===== config.mk =====
export PLATFORM = sky130hd
export DESIGN_NAME = condition_code_update
export DESIGN_NICKNAME = d
export VERILOG_FILES = /design/src/logic/ccu_pkg.sv /design/src/logic/alu_link_if.sv /design/src/logic/alu_core.sv /design/src/logic/condition_code_update.sv
export SDC_FILE = /design/constraint.sdc
export NUM_CORES = 1
export LEC_CHECK = 0
export BUFFER_PORTS_ARGS = -buffer_cell sky130_fd_sc_hd__buf_2
export CORE_MARGIN = 4
export CORE_UTILIZATION = 40
export CTS_CLUSTER_DIAMETER = 60
export CTS_CLUSTER_SIZE = 25
export DETAILED_ROUTE_END_ITERATION = 10
export PLACE_DENSITY = 0.56
export SLEW_MARGIN = 15
export SYNTH_ARGS = -nofsm -noshare
export SYNTH_HDL_FRONTEND = slang
export SYNTH_SLANG_ARGS = --single-unit
export TNS_END_PERCENT = 5

===== constraint.sdc =====
create_clock -name clock_in -period 10 [get_ports clock_in]
set_clock_uncertainty 0.15 [all_clocks]
set_input_delay 0.5 -clock clock_in [delete_from_list [all_inputs] [get_ports clock_in]]
set_output_delay 0.5 -clock clock_in [all_outputs]
set_load 0.03 [all_outputs]

===== src/logic/ccu_pkg.sv =====
`default_nettype none
package ccu_pkg;

	// ------------------------------------------------------------
	// Register map
	// ------------------------------------------------------------
	localparam int addr_w = 8;
	localparam logic [7:0] ctrl_off = 8'h00;
	localparam logic [7:0] src_off = 8'h04;
	localparam logic [7:0] dst_off = 8'h08;
	localparam logic [7:0] flags_off = 8'h0c;
	localparam logic [7:0] result_off = 8'h10;

	// ------------------------------------------------------------
	// Field positions
	// ------------------------------------------------------------
	localparam int ctrl_byte_bit = 5;
	localparam int flag_c_bit = 0;
	localparam int flag_v_bit = 1;
	localparam int flag_z_bit = 2;
	localparam int flag_n_bit = 3;
	localparam int result_carry_in_bit = 16;

	// ------------------------------------------------------------
	// Reset values and operand constants
	// ------------------------------------------------------------
	localparam logic [15:0] data_rst = 16'h0000;
	localparam logic [5:0] ctrl_rst = 6'h00;
	localparam logic flag_rst = 1'b0;
	localparam logic [15:0] word_most_negative = 16'h8000;
	localparam logic [15:0] word_max_pos = 16'h7fff;
	localparam logic [15:0] word_ones = 16'hffff;
	localparam logic [15:0] byte_most_negative = 16'h0080;
	localparam logic [15:0] byte_max_pos = 16'h007f;
	localparam logic [15:0] byte_ones = 16'h00ff;

	typedef enum logic [4:0] {
		op_mov, compare_op, op_bit, op_bic, op_bis, op_add, op_sub, op_xor,
		op_clr, op_com, op_inc, decrement_op, negate_op, op_adc, subtract_carry_op, op_tst,
		op_ror, op_rol, op_asr, op_asl, op_swab, op_sxt, op_mtps, op_mfps
	} op_type;

endpackage : ccu_pkg
`default_nettype wire


===== src/logic/alu_link_if.sv =====
`timescale 1ns/1ns
`default_nettype none
interface alu_link_if;
	import ccu_pkg::*;
	op_type op;
	logic byte_mode;
	logic [15:0] src;
	logic [15:0] dst;
	logic carry;
	logic nbit;
	logic [15:0] result;
	logic carry_out;
	logic carry_in;
	modport core(input op, byte_mode, src, dst, carry, nbit,
		output result, carry_out, carry_in);
	modport user(output op, byte_mode, src, dst, carry, nbit,
		input result, carry_out, carry_in);
endinterface : alu_link_if
`default_nettype wire


===== src/logic/alu_core.sv =====
`timescale 1ns/1ns
`default_nettype none
module alu_core
	import ccu_pkg::*;
(
	alu_link_if.core lk
);
	wire [15:0] msk = lk.byte_mode ? byte_ones : word_ones;
	wire [16:0] a = {1'b0, lk.dst & msk};
	wire [16:0] b = {1'b0, lk.src & msk};
	wire [16:0] cv = {16'h0000, lk.carry};
	logic [16:0] res17;

	// ------------------------------------------------------------
	// Function select
	// ------------------------------------------------------------
	always_comb begin
		res17 = 17'h00000;
		unique case (lk.op)
			op_mov: res17 = b;
			compare_op: res17 = b - a;
			op_add: res17 = a + b;
			op_sub: res17 = a - b;
			op_bit: res17 = a & b;
			op_bic: res17 = a & ~b;
			op_bis: res17 = a | b;
			op_xor: res17 = a ^ b;
			op_clr: res17 = 17'h00000;
			op_com: res17 = ~a;
			op_inc: res17 = a + 17'h00001;
			decrement_op: res17 = a - 17'h00001;
			negate_op: res17 = 17'h00000 - a;
			op_adc: res17 = a + cv;
			subtract_carry_op: res17 = a - cv;
			op_ror: res17 = lk.byte_mode ? {9'h000, lk.carry, a[7:1]} : {1'b0, lk.carry, a[15:1]};
			op_rol: res17 = {1'b0, a[14:0], lk.carry};
			op_asr: res17 = lk.byte_mode ? {9'h000, a[7], a[7:1]} : {1'b0, a[15], a[15:1]};
			op_asl: res17 = {1'b0, a[14:0], 1'b0};
			op_swab: res17 = {1'b0, lk.dst[7:0], lk.dst[15:8]};
			op_sxt: res17 = lk.nbit ? 17'h0ffff : 17'h00000;
			op_tst, op_mtps, op_mfps: res17 = a;
			default: res17 = a;
		endcase
	end

	// Operands are masked, so a borrow also shows at bit 8 in byte mode
	assign lk.result = res17[15:0] & msk;
	assign lk.carry_out = lk.byte_mode ? res17[8] : res17[16];
	assign lk.carry_in = (lk.op == op_inc) || (lk.op == decrement_op);

endmodule : alu_core
`default_nettype wire


===== src/logic/condition_code_update.sv =====
// Added by the designer: register access over APB and the placing of the registers.
`timescale 1ns/1ns
`default_nettype none
// Function
// - Add sets V on same-sign operands with differing result; C on carry out.
// - Subtract and compare set V on opposite operands, subtrahend sign equals result.
// - Increment sets V if destination was 100000; C kept; carry-in forced one.
// - Decrement sets V if result is 100000; C kept.
// - Negate sets V if result is 100000; C clear on zero result else set.
// - Add-carry adds C; V on 077777 with C; C on 177777 with C.
// - Subtract-carry subtracts C; V set if destination was 100000.
// - Subtract-carry sets C only if destination zero and previous C one.
module condition_code_update
	import ccu_pkg::*;
(
	// Clock and reset
	input wire logic clock_in,
	input wire logic rst_in,
	// APB slave
	input wire logic psel_in,
	input wire logic penable_in,
	input wire logic pwrite_in,
	input wire logic [addr_w-1:0] paddr_in,
	input wire logic [31:0] pwdata_in,
	output logic [31:0] prdata_out,
	output logic pready_out,
	output logic pslverr_out,
	// Status to the datapath
	output logic [3:0] nzvc_out,
	output logic [15:0] result_out,
	output logic alu_carry_in_out,
	output logic update_out
);
	alu_link_if lk();

	op_type op_ff;
	logic byte_ff;
	logic [15:0] src_ff;
	logic [15:0] dst_ff;
	logic n_ff;
	logic z_ff;
	logic v_ff;
	logic c_ff;
	logic [15:0] result_ff;
	logic alu_carry_in_ff;
	logic go_ff;
	logic update_ff;
	logic [31:0] prdata_ff;
	logic nxt_n;
	logic nxt_z;
	logic nxt_v;
	logic nxt_c;

	// ------------------------------------------------------------
	// APB decode
	// ------------------------------------------------------------
	wire hit_ctrl = paddr_in == ctrl_off;
	wire hit_src = paddr_in == src_off;
	wire hit_dst = paddr_in == dst_off;
	wire hit_flags = paddr_in == flags_off;
	wire hit_result = paddr_in == result_off;
	wire hit_any = hit_ctrl | hit_src | hit_dst | hit_flags | hit_result;
	wire access = psel_in & penable_in;
	wire setup = psel_in & ~penable_in;
	wire wr = access & pwrite_in & hit_any;
	wire wr_ctrl = wr & hit_ctrl;
	wire wr_flags = wr & hit_flags;

	assign pready_out = 1'b1;
	assign pslverr_out = access & ~hit_any;

	// ------------------------------------------------------------
	// Operand decode for the flag logic
	// ------------------------------------------------------------
	wire [15:0] msk = byte_ff ? byte_ones : word_ones;
	wire [15:0] most_negative = byte_ff ? byte_most_negative : word_most_negative;
	wire [15:0] max_pos = byte_ff ? byte_max_pos : word_max_pos;
	wire [15:0] dst_m = dst_ff & msk;
	wire [15:0] res = lk.result;
	wire res_s = byte_ff ? res[7] : res[15];
	wire src_s = byte_ff ? src_ff[7] : src_ff[15];
	wire dst_s = byte_ff ? dst_ff[7] : dst_ff[15];
	wire res_zero = res == 16'h0000;
	wire cout = lk.carry_out;

	assign lk.op = op_ff;
	assign lk.byte_mode = byte_ff;
	assign lk.src = src_ff;
	assign lk.dst = dst_ff;
	assign lk.carry = c_ff;
	assign lk.nbit = n_ff;

	alu_core u_alu (
		.lk(lk.core)
	);

	// ------------------------------------------------------------
	// Next condition codes
	// ------------------------------------------------------------
	always_comb begin
		nxt_n = n_ff;
		nxt_z = z_ff;
		nxt_v = v_ff;
		nxt_c = c_ff;
		if (wr_flags) begin
			nxt_n = pwdata_in[flag_n_bit];
			nxt_z = pwdata_in[flag_z_bit];
			nxt_v = pwdata_in[flag_v_bit];
			nxt_c = pwdata_in[flag_c_bit];
		end
		// An update wins over a software write of the same cycle for each flag the operation assigns; other flags keep the write
		if (go_ff) begin
			nxt_n = res_s;
			nxt_z = res_zero;
			unique case (op_ff)
				op_mov, op_bit, op_bic, op_bis, op_xor: begin
					nxt_v = 1'b0;
				end
				op_add: begin
					nxt_v = (src_s == dst_s) && (res_s != dst_s);
					nxt_c = cout;
				end
				op_sub: begin
					nxt_v = (src_s != dst_s) && (src_s == res_s);
					nxt_c = cout;
				end
				compare_op: begin
					// Compare subtracts the destination from the source
					nxt_v = (src_s != dst_s) && (dst_s == res_s);
					nxt_c = cout;
				end
				op_clr, op_tst, op_swab: begin
					nxt_v = 1'b0;
					nxt_c = 1'b0;
				end
				op_com: begin
					nxt_v = 1'b0;
					nxt_c = 1'b1;
				end
				op_inc: begin
					nxt_v = dst_m == most_negative;
				end
				decrement_op: begin
					nxt_v = res == most_negative;
				end
				negate_op: begin
					nxt_v = res == most_negative;
					nxt_c = ~res_zero;
				end
				op_adc: begin
					nxt_v = (dst_m == max_pos) && c_ff;
					nxt_c = (dst_m == msk) && c_ff;
				end
				subtract_carry_op: begin
					nxt_v = dst_m == most_negative;
					nxt_c = (dst_m == 16'h0000) && c_ff;
				end
				op_ror, op_asr: begin
					nxt_c = dst_ff[0];
				end
				op_rol, op_asl: begin
					nxt_c = dst_s;
				end
				op_sxt: begin
					nxt_n = n_ff;
					nxt_v = 1'b0;
					nxt_c = 1'b0;
				end
				op_mtps, op_mfps: begin
					nxt_n = dst_ff[7];
					nxt_z = ~dst_ff[7];
					nxt_v = 1'b0;
				end
				default: begin
					nxt_n = n_ff;
					nxt_z = z_ff;
				end
			endcase
		end
	end

	// ------------------------------------------------------------
	// Read data, taken from next values so a read never sees stale flags
	// ------------------------------------------------------------
	wire [31:0] rd_ctrl = {26'h0000000, byte_ff, op_ff};
	wire [31:0] rd_src = {16'h0000, src_ff};
	wire [31:0] rd_dst = {16'h0000, dst_ff};
	wire [31:0] rd_flags = {28'h0000000, nxt_n, nxt_z, nxt_v, nxt_c};
	wire [15:0] nxt_result = go_ff ? res : result_ff;
	wire nxt_alu_carry_in = go_ff ? lk.carry_in : alu_carry_in_ff;
	wire [31:0] rd_result = {15'h0000, nxt_alu_carry_in, nxt_result};
	wire [31:0] rd_mux = hit_ctrl ? rd_ctrl :
		hit_src ? rd_src :
		hit_dst ? rd_dst :
		hit_flags ? rd_flags :
		hit_result ? rd_result : 32'h00000000;

	// ------------------------------------------------------------
	// Registers
	// ------------------------------------------------------------
	always_ff @(posedge clock_in) begin
		if (rst_in) begin
			op_ff <= op_type'(ctrl_rst[4:0]);
			byte_ff <= ctrl_rst[ctrl_byte_bit];
			src_ff <= data_rst;
			dst_ff <= data_rst;
			go_ff <= 1'b0;
		end else begin
			go_ff <= wr_ctrl;
			if (wr_ctrl) begin
				op_ff <= op_type'(pwdata_in[4:0]);
				byte_ff <= pwdata_in[ctrl_byte_bit];
			end
			if (wr & hit_src)
				src_ff <= pwdata_in[15:0];
			if (wr & hit_dst)
				dst_ff <= pwdata_in[15:0];
		end
	end

	always_ff @(posedge clock_in) begin
		if (rst_in) begin
			n_ff <= flag_rst;
			z_ff <= flag_rst;
			v_ff <= flag_rst;
			c_ff <= flag_rst;
			result_ff <= data_rst;
			alu_carry_in_ff <= 1'b0;
			update_ff <= 1'b0;
			prdata_ff <= 32'h00000000;
		end else begin
			n_ff <= nxt_n;
			z_ff <= nxt_z;
			v_ff <= nxt_v;
			c_ff <= nxt_c;
			result_ff <= nxt_result;
			alu_carry_in_ff <= nxt_alu_carry_in;
			update_ff <= go_ff;
			if (setup)
				prdata_ff <= rd_mux;
		end
	end

	assign prdata_out = prdata_ff;
	assign nzvc_out = {n_ff, z_ff, v_ff, c_ff};
	assign result_out = result_ff;
	assign alu_carry_in_out = alu_carry_in_ff;
	assign update_out = update_ff;

	wire [16:0] chk_sum = {1'b0, src_ff} + {1'b0, dst_ff};
	wire [15:0] chk_diff = dst_ff - src_ff;
	wire go_word = go_ff & ~byte_ff;
endmodule : condition_code_update
`default_nettype wire


==> flow_summary_export.csv <==
group,metric,value,unit
placement,io_buffers,68,
yosys,synth_fa_ha_area_share,7.97,%
layout,layout-drive-gt1-share,10.2,%
yosys,ys_types,83,
setup_path,cpPeakStageDelay,0.48,ns
sta,hold_viol,0,
layout,fin_nets,1318,
sta,finalSetupViolCount,0,
yosys,synth_top_family_by_area,"compound AO/OA/AOI/OAI gates",
yosys,ys_ff_latch,78,
sta,period_share,63.3,%
sta,relSlewSlack,24.1,%
clock_tree,cts-hold-fix-buffers,0,
outcome,outcome,"finished, final reports clean",
setup_path,required,10.03,ns
grt,grt_max_degree,80,
placement,gp_congestion,1.02,
placement,dp_cells,1480,
power_and_ir_drop,vdd_ir_drop_max,0.123,mV
setup_path,worst-setup-path-type,"flop to flop",
die,core,0.0204,mm²
clock_tree,cts_setup_buffers,0,
run,max-cap-violations,0,
clock_tree,cts_sinks,78,
sta,fmax,158,MHz
clock_tree,tritoncts,"done",
die,initial_core_util,41.0,%
setup_path,path_delay_family,"compound AO/OA/AOI/OAI gates",
yosys,synth_edf_count,0,
power_and_ir_drop,power.density,77.6,mW/mm²
layout,final_common_cell,"nand2_1",
setup_path,endpoint_kind,"flop",
grt,grt_antenna_before_repair,1,
layout,syn2layout_area_growth,7.85,%
clock_tree,ctsResizeCount,0,
die,die_w,153,µm
clock_tree,clkLatencyLatePin,0.33,ns
grt,overflow,0,
drt,vias,9635,
setup_path,slowest_stage,"a21o_1",
grt,grt_pass1_wl,53.7,mm
die,core.rowCount,52,
yosys,synth-xor-area-share,2.52,%
sta,final.setup.tns,0,ns
clock_tree,clkSlewWorstSetupHoldPaths,0.06,ns
yosys,ys_async_sr_fraction,0,%
yosys,synthSimpleGateAreaFrac,29.5,%
sta,slew_viol_final,0,
yosys,syn_area,0.00836,mm²
drt,routed_wirelength,35.8,mm
grt,track_usage,29.2,%
worst_hold_path,hold_path_class,"input pin to flop",
placement,dp_hpwl,25.7,mm
setup_path,crit_chain,"buf_4 -> inv_1 -> nand2_1 -> a21o_1 -> nand2_1 -> o21a_1 -> fa_1 -> nand2b_1 -> a211oi_1 -> o31a_1 -> nand4_1 -> a211o_1 -> a31oi_1 -> nor2_1 -> and4b_1 -> o2111a_1 -> nor4b_2 -> nor3b_1",
layout,finalNonFillerCells,1494,
setup_path,worstPathMaxFanout,48,
drt,via_per_inst,6.45,
drt,first_pass_iters,6,
die,die_h,153,µm
yosys,yosys_warnings,0,
yosys,synth.area.mux_share,3.11,%
grt,grt_pass1_vias,8815,
setup_path,critical_path_arrival,6.36,ns
drt,drcViolationCount,0,
yosys,synth-compound-area-share,29.6,%
drt,initialDrtViolationCount,1206,
clock_tree,root_buffer,"clkbuf_16",
layout,mostFrequentLayoutCells,"163 x nand2_1, 127 x nor2_1, 120 x a21oi_1, 77 x dfxtp_1, 68 x buf_2",
sta,worst_pin_slew,1.13,ns
power_and_ir_drop,p_leak,0.00345,µW
clock_tree,cts_made_buffers,9,
drt,antenna_left,0,
yosys,synthCells,1212,
die,dieArea,0.0233,mm²
sta,fin_crit,6.33,ns
drt,wire_per_inst,24.0,µm
setup_path,cpMostUsedCell,"nand2_1",
setup_path,crit_buf_inv,2,
yosys,yosysSeqAreaShare,18.7,%
yosys,syn_area_per_cell,6.89,µm²
setup_path,cp-start-kind,"flop",
yosys,yosys_most_used_dff,"dfxtp_1",
die,io_pins,101,
sta,rsz0062_at_grt,"false",
clock_tree,clock_path_buffers,2,
clock_tree,htreeDepth,3,
layout,n_antenna_cell,0,
## layout make-up
cell class / instances / area, µm²
Sequential cell: 78 / 1560
Multi-Input combinational cell: 1000 / 6130
Clock inverter: 4 / 72.6
Timing Repair Buffer: 91 / 513
Clock buffer: 10 / 239
Tap cell: 270 / 338
Inverter: 41 / 154
Fill cell: 2225 / 11400
## flip-flops by register name, summed over array words and instances, names as in the netlist
name              count
alu_carry_in_out      1
byte_ff               1
c_ff                  1
dst_ff               16
go_ff                 1
lk.nbit               1
lk.op                 5
lk.src               16
prdata_out           17
result_out           16
update_out            1
v_ff                  1
z_ff                  1
## power by group
| part | leakage [µW] | total [µW] | internal [µW] | switching, µW |
|---|---|---|---|---|
| registers | 0.000630 | 314 | 313 | 1.01 |
| clock network | 0.000150 | 346 | 222 | 124 |
| logic | 0.00267 | 39.6 | 9.90 | 29.7 |
| total | 0.00345 | 700 | 545 | 155 |
## cells in the mapped netlist (12+ instances only)
cell type,n,area [µm²]
dfxtp_1,78,1560
ha_1,50,626
o21a_1,14,105
nor2b_1,21,131
nand3_1,36,180
clkbuf_1,58,218
o21ai_0,63,315
mux2i_1,26,260
nor2_1,127,477
a211oi_1,15,113
nand2_1,163,612
buf_4,28,210
inv_1,40,150
a22oi_1,17,128
a21oi_1,120,601
and3_1,18,113
nand2b_1,21,131
nor4_1,12,75.1
xnor2_1,13,114
nor3_1,33,165
o211ai_1,16,120
a31oi_1,18,113
buf_2,13,65.1
nand4_1,13,81.3
## through the flow
step	worst slack, ns	hold WS (ns)	util, %	power, µW	cell area, µm²
after floorplan	5.17	0.295	-	351	8410
after global placement	3.89	0.296	42.7	360	8700
after CTS	3.79	0.255	44.2	704	9010
final	3.67	0.263	44.2	700	9010
after global routing	3.37	0.265	44.2	719	9010
after detailed placement	3.82	0.293	42.7	360	8700
## worst min-delay path: cells and delay by family
kind                   cells  cell delay [ns]
AND/OR/NAND/NOR            1             0.05
buffers and inverters      1             0.10
AO/OA/AOI/OAI              1             0.05
## layer usage
| metal | GRT usage, % | wire length [µm] |
|---|---|---|
| met5 | 0 | 20 |
| met4 | 16.6 | 2300 |
| met3 | 7.33 | 4060 |
| met2 | 43.5 | 15000 |
| met1 | 38.5 | 14400 |
## worst paths after layout
| path | end | cells after the start | from | slack (ns) |
|---|---|---|---|---|
| max | v_ff | 18 | lk.op[4] | 3.67 |
| max reg2reg | v_ff | 18 | lk.op[4] | 3.67 |
| min reg2reg | prdata_out[15] | 2 | prdata_out[15] | 0.31 |
| min | dst_ff[8] | 3 | pwdata_in[8] | 0.26 |
## kinds of logic after synthesis
logic type	after synthesis
simple gates	504
compound gates	378
buf+inv	148
flops	78
fa+ha+maj	52
mux	26
xor+xnor	24
other cells	2
(Power assumes the default switching activity.)
